--- config.mk ---
export PLATFORM = sky130hd
export DESIGN_NAME = sbrg_top
export DESIGN_NICKNAME = d
export VERILOG_FILES = /design/src/design/sbrg_pkg.sv /design/src/design/sbrg_prescaler.sv /design/src/design/sbrg_sync2.sv /design/src/design/sbrg_top.sv
export VERILOG_INCLUDE_DIRS = /design/src /design/src/design
export SDC_FILE = /design/constraint.sdc
export NUM_CORES = 1
export LEC_CHECK = 0
export BUFFER_PORTS_ARGS = -buffer_cell sky130_fd_sc_hd__buf_4
export CAP_MARGIN = 30
export CORE_MARGIN = 2
export CORE_UTILIZATION = 35
export CTS_CLUSTER_DIAMETER = 100
export DETAILED_ROUTE_END_ITERATION = 7
export HOLD_SLACK_MARGIN = 0.02
export PLACE_DENSITY = 0.56
export SLEW_MARGIN = 20
export SYNTH_ARGS = -nofsm -noshare
export SYNTH_HDL_FRONTEND = slang
export SYNTH_SLANG_ARGS = --single-unit
--- constraint.sdc ---
create_clock -name i_mclk -period 4.9 [get_ports i_mclk]
set_clock_uncertainty 0.2 [all_clocks]
set_input_delay 0.98 -clock i_mclk [delete_from_list [all_inputs] [get_ports i_mclk]]
set_output_delay 0.98 -clock i_mclk [all_outputs]
set_load 0.1 [all_outputs]
--- src/design/sbrg_consts.svh ---
// Register offsets, field positions, reset values and timing constants of the baud rate generator
`ifndef SBRG_CONSTS_SVH
`define SBRG_CONSTS_SVH

// ==========================================================
// Register byte addresses
`define SBRG_ADDR_CONTROL 12'h000
`define SBRG_ADDR_DIV_LO 12'h004
`define SBRG_ADDR_DIV_HI 12'h008
`define SBRG_ADDR_MODE 12'h00c
`define SBRG_ADDR_STATUS 12'h010

// ==========================================================
// baud_control fields
`define SBRG_BIT_IDLE 6
`define SBRG_BIT_SYNC_CLOCK_POLARITY 4
`define SBRG_BIT_WIDE 3
`define SBRG_BIT_WAKE 1
`define SBRG_BIT_ABD 0
`define SBRG_CONTROL_RESET 8'h50
`define SBRG_CONTROL_WMASK 8'h1b

// ==========================================================
// Mode register fields
`define SBRG_BIT_SYNC 0
`define SBRG_BIT_HIGH_RATE_SELECT 1
`define SBRG_BIT_MASTER 2

// ==========================================================
// Status register fields
`define SBRG_BIT_WAKE_FLAG 0
`define SBRG_BIT_ABD_OVF 1

// ==========================================================
// Prescale counts
`define SBRG_PRE_ASYNC_LOW 8'd64
`define SBRG_PRE_ASYNC_HIGH 8'd16
`define SBRG_PRE_ASYNC_WIDE 8'd4
`define SBRG_PRE_SYNC 8'd4
`define SBRG_SYNC_BITS 8

`endif

--- src/design/sbrg_pkg.sv ---
// Types shared by the baud rate generator modules
package sbrg_pkg;
   typedef enum logic [2:0] {
      SBRG_ABD_IDLE = 3'b000,
      SBRG_ABD_WAIT_START = 3'b001,
      SBRG_ABD_MEASURE = 3'b010,
      SBRG_ABD_DONE = 3'b011
   } sbrg_abd_state_t;
   typedef logic [15:0] sbrg_div_t;
endpackage

--- src/design/sbrg_prescaler.sv ---
// Prescaler and divisor timer producing the baud tick
`timescale 1ns/1ns
`default_nettype none
`include "sbrg_consts.svh"
module sbrg_prescaler (
   input wire logic i_mclk,
   input wire logic i_srst,
   input wire logic i_restart,
   input wire logic i_enable,
   input wire logic [7:0] i_prescale,
   input wire sbrg_pkg::sbrg_div_t i_divisor,
   output logic o_tick
);
   import sbrg_pkg::*;
   logic [7:0] pre_reg;
   sbrg_div_t cnt_reg;
   logic tick_reg;
   logic pre_wrap;

   assign pre_wrap = (pre_reg >= i_prescale - 8'd1);
   assign o_tick = tick_reg;

   // ==========================================================
   // Prescaler counts system clocks
   always_ff @(posedge i_mclk) begin
      if (i_srst || i_restart || !i_enable) begin
         pre_reg <= 8'h00;
      end else if (pre_wrap) begin
         pre_reg <= 8'h00;
      end else begin
         pre_reg <= pre_reg + 8'd1;
      end
   end

   // ==========================================================
   // Free-running divisor timer, cleared on divisor write
   always_ff @(posedge i_mclk) begin
      if (i_srst || i_restart || !i_enable) begin
         cnt_reg <= 16'h0000;
         tick_reg <= 1'b0;
      end else begin
         tick_reg <= 1'b0;
         if (pre_wrap) begin
            if (cnt_reg >= i_divisor) begin
               cnt_reg <= 16'h0000;
               tick_reg <= 1'b1;
            end else begin
               cnt_reg <= cnt_reg + 16'd1;
            end
         end
      end
   end
endmodule
`default_nettype wire

--- src/design/sbrg_sync2.sv ---
// Two flip-flop synchroniser for a pin level
`timescale 1ns/1ns
`default_nettype none
module sbrg_sync2 (
   input wire logic i_mclk,
   input wire logic i_srst,
   input wire logic i_async,
   output logic o_sync
);
   logic meta_reg;
   logic sync_reg;
   assign o_sync = sync_reg;
   always_ff @(posedge i_mclk) begin
      if (i_srst) begin
         meta_reg <= 1'b1;
         sync_reg <= 1'b1;
      end else begin
         meta_reg <= i_async;
         sync_reg <= meta_reg;
      end
   end
endmodule
`default_nettype wire

--- src/design/sbrg_top.sv ---
// Baud rate generator with its control registers behind an APB slave
// Operation
// - One generator, 8 or 16 bit, both modes
// - Reset selects 8-bit; wide bit selects 16
// - Divisor pair sets free-running timer period
// - Async uses high rate bit; sync ignores
// - Ticks only when master drives the clock
// - Divisor write clears the rate timer
// - Timing derived from the system clock
// - Sleep stops the clock and counting
// - Primary idle keeps generator clocked
// - Rates 64, 16, 4 times (n+1)
`timescale 1ns/1ns
`default_nettype none
`include "sbrg_consts.svh"
module sbrg_top (
   input wire logic i_mclk,
   input wire logic i_srst,
   input wire logic i_sleep,
   input wire logic i_psel,
   input wire logic i_penable,
   input wire logic i_pwrite,
   input wire logic [11:0] i_paddr,
   input wire logic [31:0] i_pwdata,
   output logic [31:0] o_prdata,
   output logic o_pready,
   output logic o_pslverr,
   input wire logic i_rx_pin,
   input wire logic i_rx_busy,
   output logic o_baud_tick,
   output logic o_sync_clock_polarity,
   output logic o_wake_irq
);
   import sbrg_pkg::*;

   logic [7:0] ctrl_reg;
   logic [7:0] div_lo_reg;
   logic [7:0] div_hi_reg;
   logic [2:0] mode_reg;
   logic wake_flag_reg;
   logic abd_ovf_reg;
   logic [31:0] rdata_reg;
   logic slverr_reg;
   logic wake_armed_reg;
   logic rx_prev_reg;
   sbrg_abd_state_t abd_state_reg;
   logic [2:0] abd_edges_reg;
   sbrg_div_t abd_cnt_reg;
   logic [4:0] abd_pre_reg;
   logic rx_s;
   logic access;
   logic wr;
   logic mapped;
   logic div_write;
   logic wide;
   logic sync_mode;
   logic high_rate_select;
   logic master;
   logic [7:0] prescale;
   sbrg_div_t divisor;
   logic gen_enable;
   logic rx_fall;
   logic rx_rise;
   logic abd_load;
   sbrg_div_t abd_result;
   logic sel_ctrl;
   logic sel_div_lo;
   logic sel_div_hi;
   logic sel_mode;
   logic sel_status;
   logic abd_active;

   // ==========================================================
   // Pin synchronisation
   sbrg_sync2 u_rx_sync (
      .i_mclk(i_mclk),
      .i_srst(i_srst),
      .i_async(i_rx_pin),
      .o_sync(rx_s)
   );

   always_ff @(posedge i_mclk) begin
      if (i_srst) begin
         rx_prev_reg <= 1'b1;
      end else begin
         rx_prev_reg <= rx_s;
      end
   end
   assign rx_fall = rx_prev_reg && !rx_s;
   assign rx_rise = !rx_prev_reg && rx_s;

   // ==========================================================
   // APB decode
   assign access = i_psel && i_penable;
   assign wr = access && i_pwrite;
   assign sel_ctrl = (i_paddr == `SBRG_ADDR_CONTROL);
   assign sel_div_lo = (i_paddr == `SBRG_ADDR_DIV_LO);
   assign sel_div_hi = (i_paddr == `SBRG_ADDR_DIV_HI);
   assign sel_mode = (i_paddr == `SBRG_ADDR_MODE);
   assign sel_status = (i_paddr == `SBRG_ADDR_STATUS);
   assign mapped = sel_ctrl || sel_div_lo || sel_div_hi || sel_mode || sel_status;
   assign div_write = wr && (sel_div_lo || sel_div_hi);
   assign o_pready = 1'b1;
   assign o_prdata = rdata_reg;
   assign o_pslverr = slverr_reg;

   always_ff @(posedge i_mclk) begin
      if (i_srst) begin
         rdata_reg <= 32'h0000_0000;
         slverr_reg <= 1'b0;
      end else begin
         slverr_reg <= 1'b0;
         if (i_psel && !i_penable) begin
            slverr_reg <= !mapped;
            unique case (i_paddr)
               `SBRG_ADDR_CONTROL: rdata_reg <= {24'h000000, ctrl_reg};
               `SBRG_ADDR_DIV_LO: rdata_reg <= {24'h000000, div_lo_reg};
               `SBRG_ADDR_DIV_HI: rdata_reg <= {24'h000000, div_hi_reg};
               `SBRG_ADDR_MODE: rdata_reg <= {29'h00000000, mode_reg};
               `SBRG_ADDR_STATUS: rdata_reg <= {30'h00000000, abd_ovf_reg, wake_flag_reg};
               default: rdata_reg <= 32'h0000_0000;
            endcase
         end
      end
   end

   // ==========================================================
   // baud_control register
   always_ff @(posedge i_mclk) begin
      if (i_srst) begin
         ctrl_reg <= `SBRG_CONTROL_RESET;
      end else begin
         if (wr && i_paddr == `SBRG_ADDR_CONTROL) begin
            ctrl_reg[`SBRG_BIT_SYNC_CLOCK_POLARITY] <= i_pwdata[`SBRG_BIT_SYNC_CLOCK_POLARITY];
            ctrl_reg[`SBRG_BIT_WIDE] <= i_pwdata[`SBRG_BIT_WIDE];
            ctrl_reg[`SBRG_BIT_WAKE] <= i_pwdata[`SBRG_BIT_WAKE];
            ctrl_reg[`SBRG_BIT_ABD] <= i_pwdata[`SBRG_BIT_ABD];
         end
         ctrl_reg[`SBRG_BIT_IDLE] <= !i_rx_busy;
         if (wake_armed_reg && rx_rise) begin
            ctrl_reg[`SBRG_BIT_WAKE] <= 1'b0;
         end
         if (abd_load) begin
            ctrl_reg[`SBRG_BIT_ABD] <= 1'b0;
         end
      end
   end
   assign wide = ctrl_reg[`SBRG_BIT_WIDE];
   assign o_sync_clock_polarity = ctrl_reg[`SBRG_BIT_SYNC_CLOCK_POLARITY];

   // ==========================================================
   // Mode register: sync, high rate, master
   always_ff @(posedge i_mclk) begin
      if (i_srst) begin
         mode_reg <= 3'h0;
      end else if (wr && i_paddr == `SBRG_ADDR_MODE) begin
         mode_reg <= i_pwdata[2:0];
      end
   end
   assign sync_mode = mode_reg[`SBRG_BIT_SYNC];
   assign high_rate_select = mode_reg[`SBRG_BIT_HIGH_RATE_SELECT];
   assign master = mode_reg[`SBRG_BIT_MASTER];

   // ==========================================================
   // Divisor bytes; auto-rate result overrides
   always_ff @(posedge i_mclk) begin
      if (i_srst) begin
         div_lo_reg <= 8'h00;
         div_hi_reg <= 8'h00;
      end else if (abd_load) begin
         div_lo_reg <= abd_result[7:0];
         div_hi_reg <= abd_result[15:8];
      end else if (wr && i_paddr == `SBRG_ADDR_DIV_LO) begin
         div_lo_reg <= i_pwdata[7:0];
      end else if (wr && i_paddr == `SBRG_ADDR_DIV_HI) begin
         div_hi_reg <= i_pwdata[7:0];
      end
   end

   // ==========================================================
   // Rate selection
   always_comb begin
      if (sync_mode) begin
         prescale = `SBRG_PRE_SYNC;
      end else if (wide && high_rate_select) begin
         prescale = `SBRG_PRE_ASYNC_WIDE;
      end else if (wide || high_rate_select) begin
         prescale = `SBRG_PRE_ASYNC_HIGH;
      end else begin
         prescale = `SBRG_PRE_ASYNC_LOW;
      end
   end
   assign divisor = wide ? {div_hi_reg, div_lo_reg} : {8'h00, div_lo_reg};
   // Sleep gates the generator; primary idle leaves it counting
   assign abd_active = (abd_state_reg != SBRG_ABD_IDLE);
   assign gen_enable = master && !i_sleep && !abd_active;

   sbrg_prescaler u_prescaler (
      .i_mclk(i_mclk),
      .i_srst(i_srst),
      .i_restart(div_write),
      .i_enable(gen_enable),
      .i_prescale(prescale),
      .i_divisor(divisor),
      .o_tick(o_baud_tick)
   );

   // ==========================================================
   // Wake on falling edge of the receive line
   always_ff @(posedge i_mclk) begin
      if (i_srst) begin
         wake_armed_reg <= 1'b0;
         wake_flag_reg <= 1'b0;
      end else begin
         if (!ctrl_reg[`SBRG_BIT_WAKE] || sync_mode) begin
            wake_armed_reg <= 1'b0;
         end else if (rx_fall) begin
            wake_armed_reg <= 1'b1;
         end else if (rx_rise) begin
            wake_armed_reg <= 1'b0;
         end
         if (ctrl_reg[`SBRG_BIT_WAKE] && !sync_mode && rx_fall) begin
            wake_flag_reg <= 1'b1;
         end else if (wr && i_paddr == `SBRG_ADDR_STATUS && i_pwdata[`SBRG_BIT_WAKE_FLAG]) begin
            wake_flag_reg <= 1'b0;
         end
      end
   end
   assign o_wake_irq = wake_flag_reg;

   // ==========================================================
   // Auto-rate: time eight bits of the 55h field between falling edges
   // Counts in units of 16 clocks, so a result maps to the 16x prescale
   always_ff @(posedge i_mclk) begin
      if (i_srst) begin
         abd_state_reg <= SBRG_ABD_IDLE;
         abd_edges_reg <= 3'h0;
         abd_cnt_reg <= 16'h0000;
         abd_pre_reg <= 5'h00;
         abd_ovf_reg <= 1'b0;
      end else begin
         if (wr && i_paddr == `SBRG_ADDR_STATUS && i_pwdata[`SBRG_BIT_ABD_OVF]) begin
            abd_ovf_reg <= 1'b0;
         end
         unique case (abd_state_reg)
            SBRG_ABD_IDLE: begin
               if (ctrl_reg[`SBRG_BIT_ABD] && !sync_mode) begin
                  abd_state_reg <= SBRG_ABD_WAIT_START;
               end
            end
            SBRG_ABD_WAIT_START: begin
               abd_cnt_reg <= 16'h0000;
               abd_pre_reg <= 5'h00;
               abd_edges_reg <= 3'h0;
               if (!ctrl_reg[`SBRG_BIT_ABD] || sync_mode) begin
                  abd_state_reg <= SBRG_ABD_IDLE;
               end else if (rx_fall) begin
                  abd_state_reg <= SBRG_ABD_MEASURE;
               end
            end
            SBRG_ABD_MEASURE: begin
               abd_pre_reg <= abd_pre_reg + 5'd1;
               if (abd_pre_reg == 5'd15) begin
                  abd_pre_reg <= 5'h00;
                  if (abd_cnt_reg == 16'hffff) begin
                     abd_ovf_reg <= 1'b1;
                  end else begin
                     abd_cnt_reg <= abd_cnt_reg + 16'd1;
                  end
               end
               if (rx_fall) begin
                  abd_edges_reg <= abd_edges_reg + 3'd1;
                  if (abd_edges_reg == 3'd3) begin
                     abd_state_reg <= SBRG_ABD_DONE;
                  end
               end
               // Clearing the enable or leaving async mode abandons the measurement
               if (!ctrl_reg[`SBRG_BIT_ABD] || sync_mode) begin
                  abd_state_reg <= SBRG_ABD_IDLE;
               end
            end
            SBRG_ABD_DONE: begin
               abd_state_reg <= SBRG_ABD_IDLE;
            end
            default: begin
               abd_state_reg <= SBRG_ABD_IDLE;
            end
         endcase
      end
   end
   assign abd_load = (abd_state_reg == SBRG_ABD_DONE);
   // Eight bit times counted: divisor = count/8 - 1
   assign abd_result = (abd_cnt_reg[15:3] == 13'h0000) ? 16'h0000 : {3'h0, abd_cnt_reg[15:3] - 13'd1};
endmodule
`default_nettype wire

Word-level counts from Yosys, hierarchy flattened. Cells that the tools add are included.

Logic and storage cells: 146. Register bits: 115. Bits of input ports: 52.

Reductions and logical operators: 60. Eq/ne operators: 18. Add/subtract/negate cells: 7. Order comparisons: 2. Mux-type cells: 35. Bitwise gates (word level): 2.

Operators with widths (count): two-way mux 16 bit (4); two-way mux 8 bit (5); one-hot mux 8 bit (5 select lines) (1); adder 16 x 1 -> 16 bit, second input constant (2); one-hot mux 16 bit (2 select lines) (1); equality test 12 x 4 -> 1 bit, second input constant (2); two-way mux 3 bit (7); two-way mux 7 bit (3); logical AND 1 bit (20); equality test 16 bit, second input constant (1); >= comparator 16 bit (1); zero test 13 bit (1); two-way mux 13 bit (1); subtractor 13 x 1 -> 13 bit, second input constant (1); equality test 12 x 3 -> 1 bit, second input constant (1); equality test 12 x 5 -> 1 bit, second input constant (1); zero test 12 bit (1); OR reduction 2 bit (6); zero test 1 bit (11); logical OR 1 bit (10); != test 2 bit, second input constant (5); one-hot mux 5 bit (2 select lines) (1); nonzero test 2 bit (5); equality test 3 x 2 -> 1 bit, second input constant (3); other kinds (18) (30).

Logic depth before layout (Yosys ltp).
Depth after elaboration: 8. Depth in mapped cells: 12.

Cells and area by module. A second synthesis with hierarchy kept.

Cells, all modules: 679. Area, all modules: 5701.7 µm².

By module, submodules not included: sbrg_top (area each 3716.1 µm², sequential area each 1261.2 µm², cells each 452, instances 1); sbrg_prescaler (area each 1933.1 µm², sequential area each 500.5 µm², cells each 223, instances 1); sbrg_sync2 (area each 52.6 µm², sequential area each 40.0 µm², cells each 4, instances 1).

Least setup slack after synthesis. OpenSTA, ideal clock, no wires.

Kind: register to register. Start point: reg ctrl_reg[3]. End point: reg u_prescaler.cnt_reg[10]. Cell stages (with the launch flop): 12. Required time: 4.636 ns. Path slack: 2.153 ns. Arrival: 2.484 ns. Buffers on the path: 1. Path through: dfxtp_1 > ha_1 > or2_2 > inv_1 > ha_1 > inv_1 > ha_1 > a2111o_1 > nor2_1 > o21bai_1 > buf_4 > nor2_1.

Longest elaborated chain between the ends: 6. Elaborated cells between the ends (all ways): 10. Those cells by class: 1 x add/sub; 2 x order compare; 5 x mux; 2 x reduce/logical.

RTL lines: start, declared (RTL line sbrg_top.sv:36) `logic [7:0] ctrl_reg;`; start signal, assigned (RTL line sbrg_top.sv:131) `` ctrl_reg <= `SBRG_CONTROL_RESET; ``; start signal, assigned by index (RTL line sbrg_top.sv:134) `` ctrl_reg[`SBRG_BIT_SYNC_CLOCK_POLARITY] <= i_pwdata[`SBRG_BIT_SYNC_CLOCK_POLARITY]; ``; start signal, assigned by index (RTL line sbrg_top.sv:135) `` ctrl_reg[`SBRG_BIT_WIDE] <= i_pwdata[`SBRG_BIT_WIDE]; ``; logical OR 1 bit (RTL line sbrg_top.sv:187) `end else if (wide || high_rate_select) begin`; two-way mux 7 bit (RTL line sbrg_top.sv:187); two-way mux 7 bit (RTL line sbrg_top.sv:185) `end else if (wide && high_rate_select) begin`; two-way mux 7 bit (RTL line sbrg_top.sv:183) `if (sync_mode) begin`; subtractor 7 x 1 -> 8 bit (RTL line sbrg_prescaler.sv:20) `assign pre_wrap = (pre_reg >= i_prescale - 8'd1);`; >= comparator 8 bit (RTL line sbrg_prescaler.sv:20); end signal, assigned (RTL line sbrg_prescaler.sv:48) `cnt_reg <= cnt_reg + 16'd1;`; end, declared (RTL line sbrg_prescaler.sv:16) `sbrg_div_t cnt_reg;`.

Parallel ways exist; a longest one is shown, timed or not. A chain may end at the register's enable or synchronous reset.

Final worst setup path.
Start point: reg ctrl_reg[3]. End point: reg u_prescaler.cnt_reg[15].

The elaborated chain is that of the path after synthesis.

==> results.cfg <==
[flow_run]
drv_cap = 0

[placement]
gp_congestion = 0.818
dpl_worst_slack_ps = 1510
io_buffers = 39
dpl.hpwl_um = 8840

[die]
dieWidth_um = 124
rows = 43
pin_count = 89
core_mm2 = 0.0140
die_h_um = 124
dieArea_mm2 = 0.0154
start_util_pct = 36.2

[global_routing]
overflow = 0
grt_max_degree = 42
grt_pass1_vias = 3872
grt_usage_pct = 15.4
antenna_found_initial = 0
grt_pass1_wl_um = 19500

[logic_synthesis]
synthSimpleGateAreaFrac_pct = 22.7
synth_top_area_share_pct = 35.6
synth_top_family_by_area = simple AND/OR/NAND/NOR gates
syn_area_mm2 = 0.00506
syn_inst = 603
synth_compound_area_share_pct = 14.0
ys_seq_area_share_pct = 35.6
dominantRegCellSynth = dfxtp_1
yosys_register_bits = 90
synthTopCellsByCount = 90 x dfxtp_1, 79 x nor2_1, 50 x nand2_1
synth_top_area_cell = dfxtp_1
yosys.cell_types.count = 66
post_synth.cell_area_avg_um2 = 8.40
synth_edf_count = 0
synthAdderAreaFrac_pct = 8.89
synth_area_leaders = dfxtp_1 36%, ha_1 8.9%, nor2_1 5.9%, buf_4 4.0%, nand2_1 3.7%
synth.most_common_cell = dfxtp_1
ys_warn_count = 0
async_reset_ff_share_pct = 0
synth.area.mux_share_pct = 3.38
synth_xor_area_share_pct = 6.92

[worst_hold_path]
whs_path_depth = 1
min_from = u_rx_sync.meta_reg
hp-class = reg -> reg

[power]
pwr-share-seq_pct = 46.5
switchingPower_uw = 429
p_comb_share_pct = 9.4
p_int_mw = 1.15
ir_worst_vdd_uv = 148
powerDensity_mw_per_mm2 = 278
clockPowerShare_pct = 44.2
p_total_mw = 1.58
leakage_nw = 2.32
p_sw_share_pct = 27.1

[sta]
setup_viol = 0
drv_slew = 0
slew_headroom_pct = 58.9
fmax_ghz = 0.313
setup_ws_ps = 1710
worst_slew_pin_slew_ps = 615
tns_ps = 0
rsz0062_at_grt = no
hold_viol = 0
period_share_pct = 65.2
fin_crit_ps = 3190

[route]
wirelength_um = 11600
drt-vias-per-instance = 5.03
drc = 0
drtAntennaViolNets = 0
wl_per_cell_um = 14.3
firstDrtPassIters = 4
drt_iter0_drc = 201
vias = 4098

[clock_tree]
ctsResizeCount = 0
htreeDepth = 3
cts_buffer_depth = 2
clock_sinks = 90
numCtsBuffers = 9
cts_setup_buffers = 0
clk_latency_ps = 350
clk_pin_slew_worst_paths_ps = 70
cts_tree = built
root_buffer = clkbuf_16
cts_hold_buffers = 0

[cells_and_area]
n_antenna_cell = 0
syn_to_final_growth_pct = 12.3
drive_gt1_share_pct = 11.3
fin_nets = 718

[critical_path]
critPathMaxStageDelay_ps = 470
crit_chain = ha_1 -> or2_2 -> inv_1 -> ha_1 -> inv_1 -> ha_1 -> a2111o_1 -> nor2_1 -> o21bai_1 -> buf_4 -> nor2_1
reg2reg_from = ctrl_reg[3]
cp-start-kind = flip-flop
cp_max_fo = 11
crit_start = ctrl_reg[3]
cp_data_arrival_time_ps = 3280
critPathKind = reg -> reg
crit_top_cell = ha_1
cp.required_ps = 4980
critPathCaptureType = flip-flop
worst_path_max_delay_cell = a2111o_1
r2r_cells = 11

[status]
status = completed
## final cells by class
type | instances | area, µm²
Sequential cell | 90 | 1800
Clock inverter | 6 | 66.3
Timing Repair Buffer | 43 | 320
Tap cell | 180 | 225
Fill cell | 1397 | 8300
Clock buffer | 10 | 229
Multi-Input combinational cell | 455 | 2930
Inverter | 31 | 116
## worst max-delay path: cells and delay by family (launching register included)
kind	cells	cell delay, ps
flops	1	430
compound gates	2	670
simple gates	3	850
buf+inv	3	320
fa+ha+maj	3	650
## per-layer routing
layer | global-route usage (%) | wire length [µm] | vias up
met1 | 20.5 | 5570 | 1909
met3 | 4.21 | 463 | 7
li1 | - | - | 2100
met4 | 3.64 | 110 | 0
met5 | 0 | 0 | -
met2 | 24.8 | 5500 | 82
## power groups by stage
stage | clock network (mW) | registers, mW | logic, mW
floorplan | 0 | 0.761 | 0.126
finish | 0.699 | 0.736 | 0.148
global route | 0.747 | 0.736 | 0.155
global placement | 0 | 0.752 | 0.148
detailed placement | 0 | 0.752 | 0.149
CTS | 0.720 | 0.736 | 0.149
## placed cells by master (no fill, tap or decap), types with 17 or more instances in the layout
cell type,synthesis,routed
xnor2_1,21,21
nand3_1,19,19
ha_1,36,36
nor2_1,79,79
xor2_1,19,19
a21oi_1,35,35
inv_1,31,31
buf_4,27,42
nand2_1,50,50
nor3_1,19,19
conb_1,2,26
dfxtp_1,90,90
o21ai_0,17,17
## kinds of logic (layout without fill, tap and decap cells)
| family | Yosys count | in the layout |
|---|---|---|
| xor gates and xnor gates | 40 | 40 |
| AOI/OAI and AO/OA | 106 | 106 |
| buffers and inverters | 82 | 90 |
| DFF | 90 | 90 |
| other | 2 | 26 |
| and+or+nand+nor | 230 | 230 |
| adders and majority gates | 36 | 36 |
| muxes | 17 | 17 |
## worst paths after layout
check | endpoint | slack (ps)
setup / recovery | u_prescaler.cnt_reg[15] | 1710
hold / removal | u_rx_sync.o_sync | 210
setup reg to reg | u_prescaler.cnt_reg[15] | 1710
hold reg to reg | u_rx_sync.o_sync | 210
## stage by stage
step	utilization [%]	hold WS, ps	instance area, µm²	std cells
floorplan	-	189	5150	627
global placement	38.5	192	5380	797
detailed placement	38.5	199	5380	798
CTS	40.6	213	5680	814
global route	40.7	246	5690	815
finish	40.7	209	5690	815
Note: power is estimated with default switching activity, not from simulation.
